[src/shared/cigf_pkg.sv]
/*
  package for the processor interrupt gating flags block: flag register layout,
  reset values, command encodings and register offsets.
  assumes a single core clock domain and a synchronous active-low reset.
*/
package cigf_pkg;

  // ***********************************************
  // flag register layout (16-bit word)
  // ***********************************************
  localparam int unsigned FLG_W          = 16;
  localparam int unsigned FLG_GATE_BIT   = 6;
  localparam int unsigned FLG_STACK_BIT  = 7;
  localparam int unsigned FLG_RSVD_BIT   = 11;
  localparam int unsigned FLG_PPL_LSB    = 12;
  localparam int unsigned PPL_W          = 3;
  localparam int unsigned TRAP_W         = 6;
  localparam logic [5:0]  TRAP_MASKED_MAX = 6'h1F;

  localparam logic [15:0] FLG_RESET      = 16'h0000;
  localparam logic [15:0] FLG_WMASK      = 16'h70C0;

  // ***********************************************
  // register bus map
  // ***********************************************
  localparam int unsigned ADDR_W         = 4;
  localparam logic [3:0]  REG_FLAGS      = 4'h0;
  localparam logic [3:0]  REG_STATUS     = 4'h1;
  localparam logic [3:0]  REG_HSP        = 4'h2;
  localparam logic [3:0]  REG_TSP        = 4'h3;
  localparam logic [15:0] RSVD_READ_VAL  = 16'h0000;

  // ***********************************************
  // sequencer commands
  // ***********************************************
  typedef enum logic [2:0] {
    CIGF_CMD_NONE,
    CIGF_CMD_TRAP,
    CIGF_CMD_RETURN,
    CIGF_CMD_SET_GATE,
    CIGF_CMD_CLR_GATE,
    CIGF_CMD_LOAD_PPL
  } cigf_cmd_t;

endpackage : cigf_pkg

[src/rtl/cigf_core.sv]
/*
  interrupt gating flags of the processor: global maskable gate, stack select
  and processor priority level, plus acceptance of pending requests.
  assumes request sources and the instruction sequencer share clk_sys_in,
  so no input passes a synchroniser.
*/
// Our own choices: the address map and the strobed register port.
// Functional notes
// - gate 0 blocks maskable requests, 1 allows
// - acknowledging any request clears the gate
// - stack select picks handler or task pointer
// - hardware acknowledge or trap 0-31 clears select
// - priority level is three bits, 0 to 7
// - accept maskable only at priority strictly above current level
// - reserved bit reads undefined, software writes zero
module cigf_core #(
  parameter int unsigned SP_W = 16
) (
  input  wire logic                       clk_sys_in,
  input  wire logic                       reset_n_in,
  // pending request from the interrupt sources
  input  wire logic                       irq_pending_in,
  input  wire logic                       irq_maskable_in,
  input  wire logic [cigf_pkg::PPL_W-1:0] irq_priority_in,
  // sequencer commands
  input  wire logic [2:0]                 cmd_in,
  input  wire logic [cigf_pkg::TRAP_W-1:0] trap_num_in,
  input  wire logic [cigf_pkg::FLG_W-1:0] restore_flags_in,
  input  wire logic [cigf_pkg::PPL_W-1:0] new_ppl_in,
  // stack pointer update from the sequencer
  input  wire logic                       sp_wr_in,
  input  wire logic [SP_W-1:0]            sp_wr_data_in,
  // register port
  input  wire logic [cigf_pkg::ADDR_W-1:0] addr_in,
  input  wire logic [cigf_pkg::FLG_W-1:0] wdata_in,
  input  wire logic                       wr_in,
  input  wire logic                       rd_in,
  output logic      [cigf_pkg::FLG_W-1:0] rdata_out,
  // outputs to the sequencer
  output logic                            irq_accept_out,
  output logic                            gate_out,
  output logic                            stack_sel_out,
  output logic      [cigf_pkg::PPL_W-1:0] ppl_out,
  output logic      [SP_W-1:0]            active_sp_out
);

  // ***********************************************
  // flag state
  // ***********************************************
  logic                       gate_r;
  logic                       stack_sel_r;
  logic [cigf_pkg::PPL_W-1:0] ppl_r;
  logic                       rsvd_r;
  logic                       accept_now;
  logic                       trap_clears;
  logic                       flags_wr;
  cigf_pkg::cigf_cmd_t        cmd;
  logic [SP_W-1:0]            sp_rd;
  logic                       gate_nxt;
  logic                       stack_sel_nxt;
  logic [cigf_pkg::PPL_W-1:0] ppl_nxt;

  assign cmd = cigf_pkg::cigf_cmd_t'(cmd_in);

  function automatic logic [cigf_pkg::FLG_W-1:0] pack_flags(
    input logic                       g,
    input logic                       s,
    input logic [cigf_pkg::PPL_W-1:0] p,
    input logic                       rsv
  );
    logic [cigf_pkg::FLG_W-1:0] f;
    f = cigf_pkg::FLG_RESET;
    f[cigf_pkg::FLG_GATE_BIT]  = g;
    f[cigf_pkg::FLG_STACK_BIT] = s;
    f[cigf_pkg::FLG_RSVD_BIT]  = rsv;
    f[cigf_pkg::FLG_PPL_LSB +: cigf_pkg::PPL_W] = p;
    return f;
  endfunction : pack_flags

  // ***********************************************
  // acceptance
  // ***********************************************
  // non-maskable requests bypass gate and level
  assign accept_now = irq_pending_in &&
                      (!irq_maskable_in ||
                       (gate_r &&
                        (irq_priority_in > ppl_r)));
  assign trap_clears = (cmd == cigf_pkg::CIGF_CMD_TRAP) &&
                       (trap_num_in <= cigf_pkg::TRAP_MASKED_MAX);
  assign flags_wr = wr_in && (addr_in == cigf_pkg::REG_FLAGS);

  // ***********************************************
  // next-state: acknowledge beats sequencer and bus
  // ***********************************************
  always_comb begin
    gate_nxt      = gate_r;
    stack_sel_nxt = stack_sel_r;
    ppl_nxt       = ppl_r;
    if (flags_wr) begin
      gate_nxt      = wdata_in[cigf_pkg::FLG_GATE_BIT];
      stack_sel_nxt = wdata_in[cigf_pkg::FLG_STACK_BIT];
      ppl_nxt       = wdata_in[cigf_pkg::FLG_PPL_LSB +: cigf_pkg::PPL_W];
    end
    unique case (cmd)
      cigf_pkg::CIGF_CMD_NONE: begin
      end
      cigf_pkg::CIGF_CMD_TRAP: begin
        if (trap_clears) begin
          stack_sel_nxt = 1'b0;
        end
      end
      cigf_pkg::CIGF_CMD_RETURN: begin
        gate_nxt      = restore_flags_in[cigf_pkg::FLG_GATE_BIT];
        stack_sel_nxt = restore_flags_in[cigf_pkg::FLG_STACK_BIT];
        ppl_nxt       = restore_flags_in[cigf_pkg::FLG_PPL_LSB +: cigf_pkg::PPL_W];
      end
      cigf_pkg::CIGF_CMD_SET_GATE: begin
        gate_nxt = 1'b1;
      end
      cigf_pkg::CIGF_CMD_CLR_GATE: begin
        gate_nxt = 1'b0;
      end
      cigf_pkg::CIGF_CMD_LOAD_PPL: begin
        ppl_nxt = new_ppl_in;
      end
      default: begin
      end
    endcase
    if (accept_now) begin
      gate_nxt      = 1'b0;
      stack_sel_nxt = 1'b0;
      // the acknowledged level becomes the new floor
      ppl_nxt       = irq_priority_in;
    end
  end

  always_ff @(posedge clk_sys_in) begin
    if (!reset_n_in) begin
      gate_r      <= 1'b0;
      stack_sel_r <= 1'b0;
      ppl_r       <= '0;
    end else begin
      gate_r      <= gate_nxt;
      stack_sel_r <= stack_sel_nxt;
      ppl_r       <= ppl_nxt;
    end
  end

  // reserved bit is held; flags reads return the fixed value, the status word bit 0 returns the held bit
  always_ff @(posedge clk_sys_in) begin
    if (!reset_n_in) begin
      rsvd_r <= 1'b0;
    end else if (flags_wr) begin
      rsvd_r <= wdata_in[cigf_pkg::FLG_RSVD_BIT];
    end
  end

  // ***********************************************
  // stack pointers
  // ***********************************************
  // writes go to the pointer selected now; the read follows the new select
  cigf_sp_bank #(
    .SP_W        (SP_W)
  ) u_sp_bank (
    .clk_sys_in  (clk_sys_in),
    .reset_n_in  (reset_n_in),
    .wr_en_in    (sp_wr_in),
    .wr_sel_in   (stack_sel_r),
    .wr_data_in  (sp_wr_data_in),
    .rd_sel_in   (stack_sel_nxt),
    .rd_data_out (sp_rd)
  );
  assign active_sp_out = sp_rd;

  // ***********************************************
  // outputs
  // ***********************************************
  always_ff @(posedge clk_sys_in) begin
    if (!reset_n_in) begin
      irq_accept_out <= 1'b0;
      gate_out       <= 1'b0;
      stack_sel_out  <= 1'b0;
      ppl_out        <= '0;
    end else begin
      irq_accept_out <= accept_now;
      gate_out       <= gate_nxt;
      stack_sel_out  <= stack_sel_nxt;
      ppl_out        <= ppl_nxt;
    end
  end

  // ***********************************************
  // register read port
  // ***********************************************
  always_ff @(posedge clk_sys_in) begin
    if (!reset_n_in) begin
      rdata_out <= '0;
    end else if (rd_in) begin
      unique case (addr_in)
        cigf_pkg::REG_FLAGS:
          rdata_out <= pack_flags(gate_r, stack_sel_r, ppl_r,
                                  cigf_pkg::RSVD_READ_VAL[0]);
        cigf_pkg::REG_STATUS:
          rdata_out <= {13'h0, irq_pending_in, accept_now, rsvd_r};
        default:
          rdata_out <= '0;
      endcase
    end else begin
      rdata_out <= '0;
    end
  end

endmodule : cigf_core

[src/rtl/cigf_sp_bank.sv]
/*
  two-entry stack pointer store, handler and task, with registered read.
  assumes its caller keeps one clock and gives one write per cycle at most.
*/
module cigf_sp_bank #(
  parameter int unsigned SP_W = 16
) (
  input  wire logic            clk_sys_in,
  input  wire logic            reset_n_in,
  input  wire logic            wr_en_in,
  input  wire logic            wr_sel_in,
  input  wire logic [SP_W-1:0] wr_data_in,
  input  wire logic            rd_sel_in,
  output logic      [SP_W-1:0] rd_data_out
);

  logic [SP_W-1:0] mem_r [2];

  always_ff @(posedge clk_sys_in) begin
    if (!reset_n_in) begin
      mem_r[0] <= '0;
      mem_r[1] <= '0;
    end else if (wr_en_in) begin
      mem_r[wr_sel_in] <= wr_data_in;
    end
  end

  // read data come a cycle late so callers see a plain register
  always_ff @(posedge clk_sys_in) begin
    if (!reset_n_in) begin
      rd_data_out <= '0;
    end else begin
      rd_data_out <= mem_r[rd_sel_in];
    end
  end

endmodule : cigf_sp_bank

[config.mk]
export PLATFORM = sky130hd
export DESIGN_NAME = cigf_core
export DESIGN_NICKNAME = d
export VERILOG_FILES = /design/src/shared/cigf_pkg.sv /design/src/rtl/cigf_core.sv /design/src/rtl/cigf_sp_bank.sv
export SDC_FILE = /design/constraint.sdc
export NUM_CORES = 1
export LEC_CHECK = 0
export ABC_AREA = 1
export BUFFER_PORTS_ARGS = -buffer_cell sky130_fd_sc_hd__buf_2
export CAP_MARGIN = 10
export CORE_AREA = 3 3 90 92
export CTS_CLUSTER_DIAMETER = 50
export DETAILED_ROUTE_END_ITERATION = 12
export DIE_AREA = 0 0 93 95
export GPL_TIMING_DRIVEN = 0
export PLACE_DENSITY = 0.66
export SLEW_MARGIN = 20
export SYNTH_ARGS = -nofsm -noshare
export SYNTH_HDL_FRONTEND = slang
export SYNTH_SLANG_ARGS = --single-unit
[constraint.sdc]
create_clock -name clk_sys_in -period 2.2 [get_ports clk_sys_in]
set_clock_uncertainty 0.2 [all_clocks]
set_input_delay 0.44 -clock clk_sys_in [delete_from_list [all_inputs] [get_ports clk_sys_in]]
set_output_delay 0.44 -clock clk_sys_in [all_outputs]
set_load 0.1 [all_outputs]
* Word level (Yosys, flattened, before mapping)
Memory sizes are Yosys's and may differ from the RTL's. A register that Yosys moved wholly into a read port is not among the register bits.
Cells that the tools add are included.
** Storage, ports and cells
- Register bits after elaboration :: 23
- Bits in writable memories :: 32
- Input port bits :: 74
- Output and inout port bits :: 38
- Logic and storage cells :: 46
- Memories kept :: 1
** Memories
- u_sp_bank.mem_r :: words 2, width 16, read ports 1, clocked after Yosys merged registers in 1, write ports 2, RTL line cigf_sp_bank.sv:17 : logic [SP_W-1:0] mem_r [2];
** Operators by class
- Order comparisons :: 2
- Equality and inequality tests :: 6
- Multiplexer cells :: 17
- Bitwise logic cells :: 1
- Reduce and logical (&&, ||, !) cells :: 13
** Operators by type and width (count)
- one-hot mux 15 bit (2 select lines) :: 1
- two-way mux 16 bit :: 1
- OR reduction 16 bit :: 1
- two-way mux 1 bit :: 10
- nonzero test 4 bit :: 2
- equality test 3 x 2 -> 1 bit (second input constant) :: 2
- equality test 3 bit (second input constant) :: 2
- less-or-equal comparator 6 x 5 -> 1 bit (second input constant) :: 1
- two-way mux 3 bit :: 2
- one-hot mux 3 bit (2 select lines) :: 1
- equality test 4 x 1 -> 1 bit (second input constant) :: 1
- logical AND 1 bit :: 4
- zero test 4 bit :: 1
- equality test 3 x 1 -> 1 bit (second input constant) :: 1
- greater-than comparator 3 bit :: 1
- one-hot mux 1 bit (3 select lines) :: 1
- zero test 1 bit :: 2
- one-hot mux 1 bit (2 select lines) :: 1
- AND reduction 2 bit :: 1
- OR reduction 2 bit :: 1
- logical OR 1 bit :: 1
- NOT 1 bit :: 1

* Longest topological paths before layout
- Word-level depth :: 6
- Gate-level depth with buffers :: 13
- Mapped depth without buffers :: 12

* Cells and area by module
From an unflattened synthesis, not the netlist that was laid out.
** Unflattened totals
- Cell total of the unflattened synthesis :: 313
- Area total of the unflattened synthesis :: 2757.6 µm²
** Modules (own cells, without submodules)
- cigf_sp_bank :: instances 1, cells an instance 188, area each 1878.1 µm², seq. area each 1281.2 µm²
- cigf_core :: instances 1, cells an instance 125, area each 879.6 µm², seq. area each 300.3 µm²

* Least setup slack after synthesis
OpenSTA, ideal clock, no wires.
- Path type :: register to register
- From :: register, netlist name stack_sel_out
- To :: memory u_sp_bank.mem_r[1][0] (enable)
- Library setup time :: 0.372 ns
- Arrival :: 1.995 ns
- Data required time :: 1.628 ns
- Slack :: -0.366 ns
- Cell stages (with the launch flop) :: 4
- Buffers on the path :: 1
- Period minus slack after synthesis :: 2.566 ns
- Cells stage by stage :: dfxtp_1 > nand3_1 > clkbuf_1 > nand2_1
** RTL lines (RTL line)
- end: declaration :: cigf_sp_bank.sv:17

==> flow_summary_export.csv <==
group,metric,value,unit
hold_path,hp-start,"irq_pending_in",
synth,synth_largest_area_cell,"edfxtp_1",
final_layout,drive_gt1_frac,0.361,
timing,maxSlewHeadroom,0.664,
power,p_leak,1.83,nW
synth,synth.top_cells.by_count,"nor2_1, inv_1, nand2_1",
timing,grt_setup_unrepaired,"false",
synth,synth-simple-area-share,0.252,
global_routing,grt_util_all_layers,0.149,
worst_setup_path,end_kind,"flip-flop",
synth,synth_warnings,0,
final_layout,regArea,1590,um2
global_routing,grt_max_degree,17,
worst_setup_path,cp.required,1990,ps
placed_design,io_buffers,76,
cts,cts_tree,"done",
placed_design,post_dp_cell_area,3460,um2
synth,syn_area,2920,um2
cts,htreeDepth,3,
cts,ctsLongestPathBuffers,2,
floorplan,dieArea,8840,um2
synth,synthDistinctLibCells,26,
cts,cts-root-buf,"clkbuf_8",
floorplan,start_util,0.401,
worst_setup_path,crit_buf_inv,1,
synth,synthAdderAreaFrac,0.0128,
final_layout,area_delta_synth_final,26.0,%
worst_setup_path,critPathMaxFanout,16,
power,powerDensity,817,nW/um2
power,share_comb_of_total_power,0.209,
floorplan,chipWidth,93,um
final_layout,final_nets,493,
floorplan,coreArea,7290,um2
timing,slew_viol_final,0,
synth,ys_seq_area_frac,0.541,
floorplan,fp.dieH,95,um
worst_setup_path,timing.rr.start,"stack_sel_out$_SDFF_PN0_",
timing,period_needed,1960,ps
synth,synthMuxAreaShare,0,
final_layout,final_cell_area,3680,um2
global_routing,antenna_found_initial,0,
floorplan,rows,31,
synth,ys_top_cells_by_area,"edfxtp_1, dfxtp_1, nor2_1, inv_1, nand2_1",
synth,synth_edf_count,32,
worst_setup_path,crit_path_start_kind,"flip-flop",
cts,cts.sink_count,63,
final_layout,antenna_cells,0,
route,drc,0,
synth,yosys.area_share.xor_xnor,0,
status,status,"completed",
final_layout,stdcell_count,520,
power,p_seq_frac,0.439,
power,peakVddDrop,324,uV
synth,synth_seq_cells,63,
power,power.share.clock,0.352,
worst_setup_path,cp.arrival,1760,ps
timing,hold_ws,200,ps
timing,setup_viol_count_final,0,
timing,finalHoldViolations,0,
global_routing,grt_pass1_vias,2271,
synth,synth_top_area_share,0.329,
power,p_int,0.00207,W
timing,tightest_slew,505,ps
route,wl_per_cell,11.8,um
synth,syn_avg_cell_area,9.07,um2
synth,async_flop_share,0,
cts,cts_made_buffers,9,
cts,post_cts_buffers,0,
route,via_count,2270,
worst_setup_path,path_class,"reg -> reg",
floorplan,io_pins,112,
placed_design,dpl.cell_count,504,
power,swShare,0.312,
timing,max_freq,509,MHz
route,dr.pass1.iters,4,
global_routing,grt_pass1_wl,10.1,mm
global_routing,grt-ovfl-total,0,
hold_path,hp-class,"in -> reg",
cts,clk_latency,330,ps
run,cap_viol_max_count,0,
cts,path_clk_slew,60,ps
synth,syn_inst,322,
power,power_switching,0.000940,W
worst_setup_path,critPathMaxStageDelay,450,ps
route,wl,6.14,mm
timing,timing.final.crit_share,0.892,
route,antenna_left,0,
final_layout,multiInputGateArea,973,um2
synth,synth-compound-area-share,0.0561,
final_layout,fillers,727,
worst_setup_path,path_cells,"nand3_1 -> clkbuf_1 -> nand2_2",
synth,synth_top_family_by_area,"simple AND/OR/NAND/NOR gates",
worst_setup_path,worstSetupStartpoint,"stack_sel_out$_SDFF_PN0_",
worst_setup_path,slowest_stage,"clkbuf_1",
route,drt_iter0_drc,67,
synth,yosysMostFrequentCell,"nor2_1",
route,avgViaCountPerCell,4.37,
placed_design,dp_hpwl,4.61,mm
worst_setup_path,cpLargestDelayFamily,"simple AND/OR/NAND/NOR gates",
synth,synth_top_flop_cell,"edfxtp_1",
placed_design,place.gp.congestion,0.814,
kinds of logic (layout without fill, tap and decap cells):
group,count (synthesis),count (layout)
flip-flops,63,63
other,1,8
AO/OA/AOI/OAI,27,27
adder cells (fa/ha/maj),3,3
AND/OR/NAND/NOR,153,153
buffers and inverters,75,167
worst register-to-register path, delay by kind of cell (launching register included):
kind	cells	cell delay [ps]
buf+inv	1	450
flops	1	340
simple gates	2	640
worst paths after layout:
path | endpoint | slack [ps] | cells past startpoint
max reg2reg | u_sp_bank.mem_r[1][14]$_SDFFCE_PN0P_ | 240 | 3
max | u_sp_bank.mem_r[1][14]$_SDFFCE_PN0P_ | 240 | 3
min | rdata_out[2]$_SDFF_PN0_ | 200 | 3
min reg2reg | rdata_out[0]$_SDFF_PN0_ | 250 | 2
cell type report:
type	instances	share of cell area
clock buffer	11	0.0442
sequential	63	0.432
tap	99	0.0336
inverter	55	0.0561
multi-input combinational	191	0.264
timing repair buffer	76	0.103
clock inverter	5	0.0146
buffer	20	0.0523
metrics by stage:
step	setup slack [ps]	total power (W)	TNS, ps	utilization
2_1_floorplan	23.0	0.00185	0	-
3_3_place_gp	-392	0.00197	-11660	0.474
3_5_place_dp	-425	0.00198	-11800	0.474
4_1_cts	9.34	0.00304	0	0.504
5_1_grt	51.9	0.00314	0	0.505
6_report	237	0.00301	0	0.505
sequential cells by signal, indices dropped and copies added, names as in the netlist:
signal                 count
rsvd_r                     1
gate_out                   1
u_sp_bank.mem_r           32
irq_accept_out             1
ppl_out                    3
u_sp_bank.rd_data_out     16
stack_sel_out              1
rdata_out                  8
cells in the final DEF, fill, tap and decap left out, types with 2 or more instances in the layout:
cell type	n
clkbuf_8	10
nor3_1	8
a21oi_2	7
nand3_1	15
nand3b_1	2
nand2_2	4
buf_4	9
dfxtp_1	27
inv_2	3
nor2_1	54
nand3_2	15
nor2_2	7
a21oi_1	17
buf_12	2
clkinv_2	3
buf_2	77
nand2_1	46
inv_1	52
edfxtp_1	32
dfxtp_2	3
buf_6	5
conb_1	8
o21ai_0	2
ha_1	3
layer usage:
layer / vias up / GRT usage / routed length, um
met1: 1006 / 0.164 / 2480
met5: - / 0 / 0
met3: 11 / 0.0343 / 401
met4: 0 / 0.0830 / 108
met2: 66 / 0.265 / 3150
li1: 1187 / - / -
power groups by stage:
stage	Combinational (W)	Clock, W	Sequential (W)
after floorplan	0.000275	0	0.00157
after CTS	0.000632	0.00108	0.00132
after detailed placement	0.000631	0	0.00135
after global placement	0.000624	0	0.00135
after global routing	0.000677	0.00113	0.00133
final	0.000628	0.00106	0.00132
what timing repair did:
item                                    CTS  global route
pin swaps                                 0             0
hold buffers                              0             0
endpoints found under the setup margin   16            32
gates resized for setup                   1             3
Power figures use the tool's default switching activity.
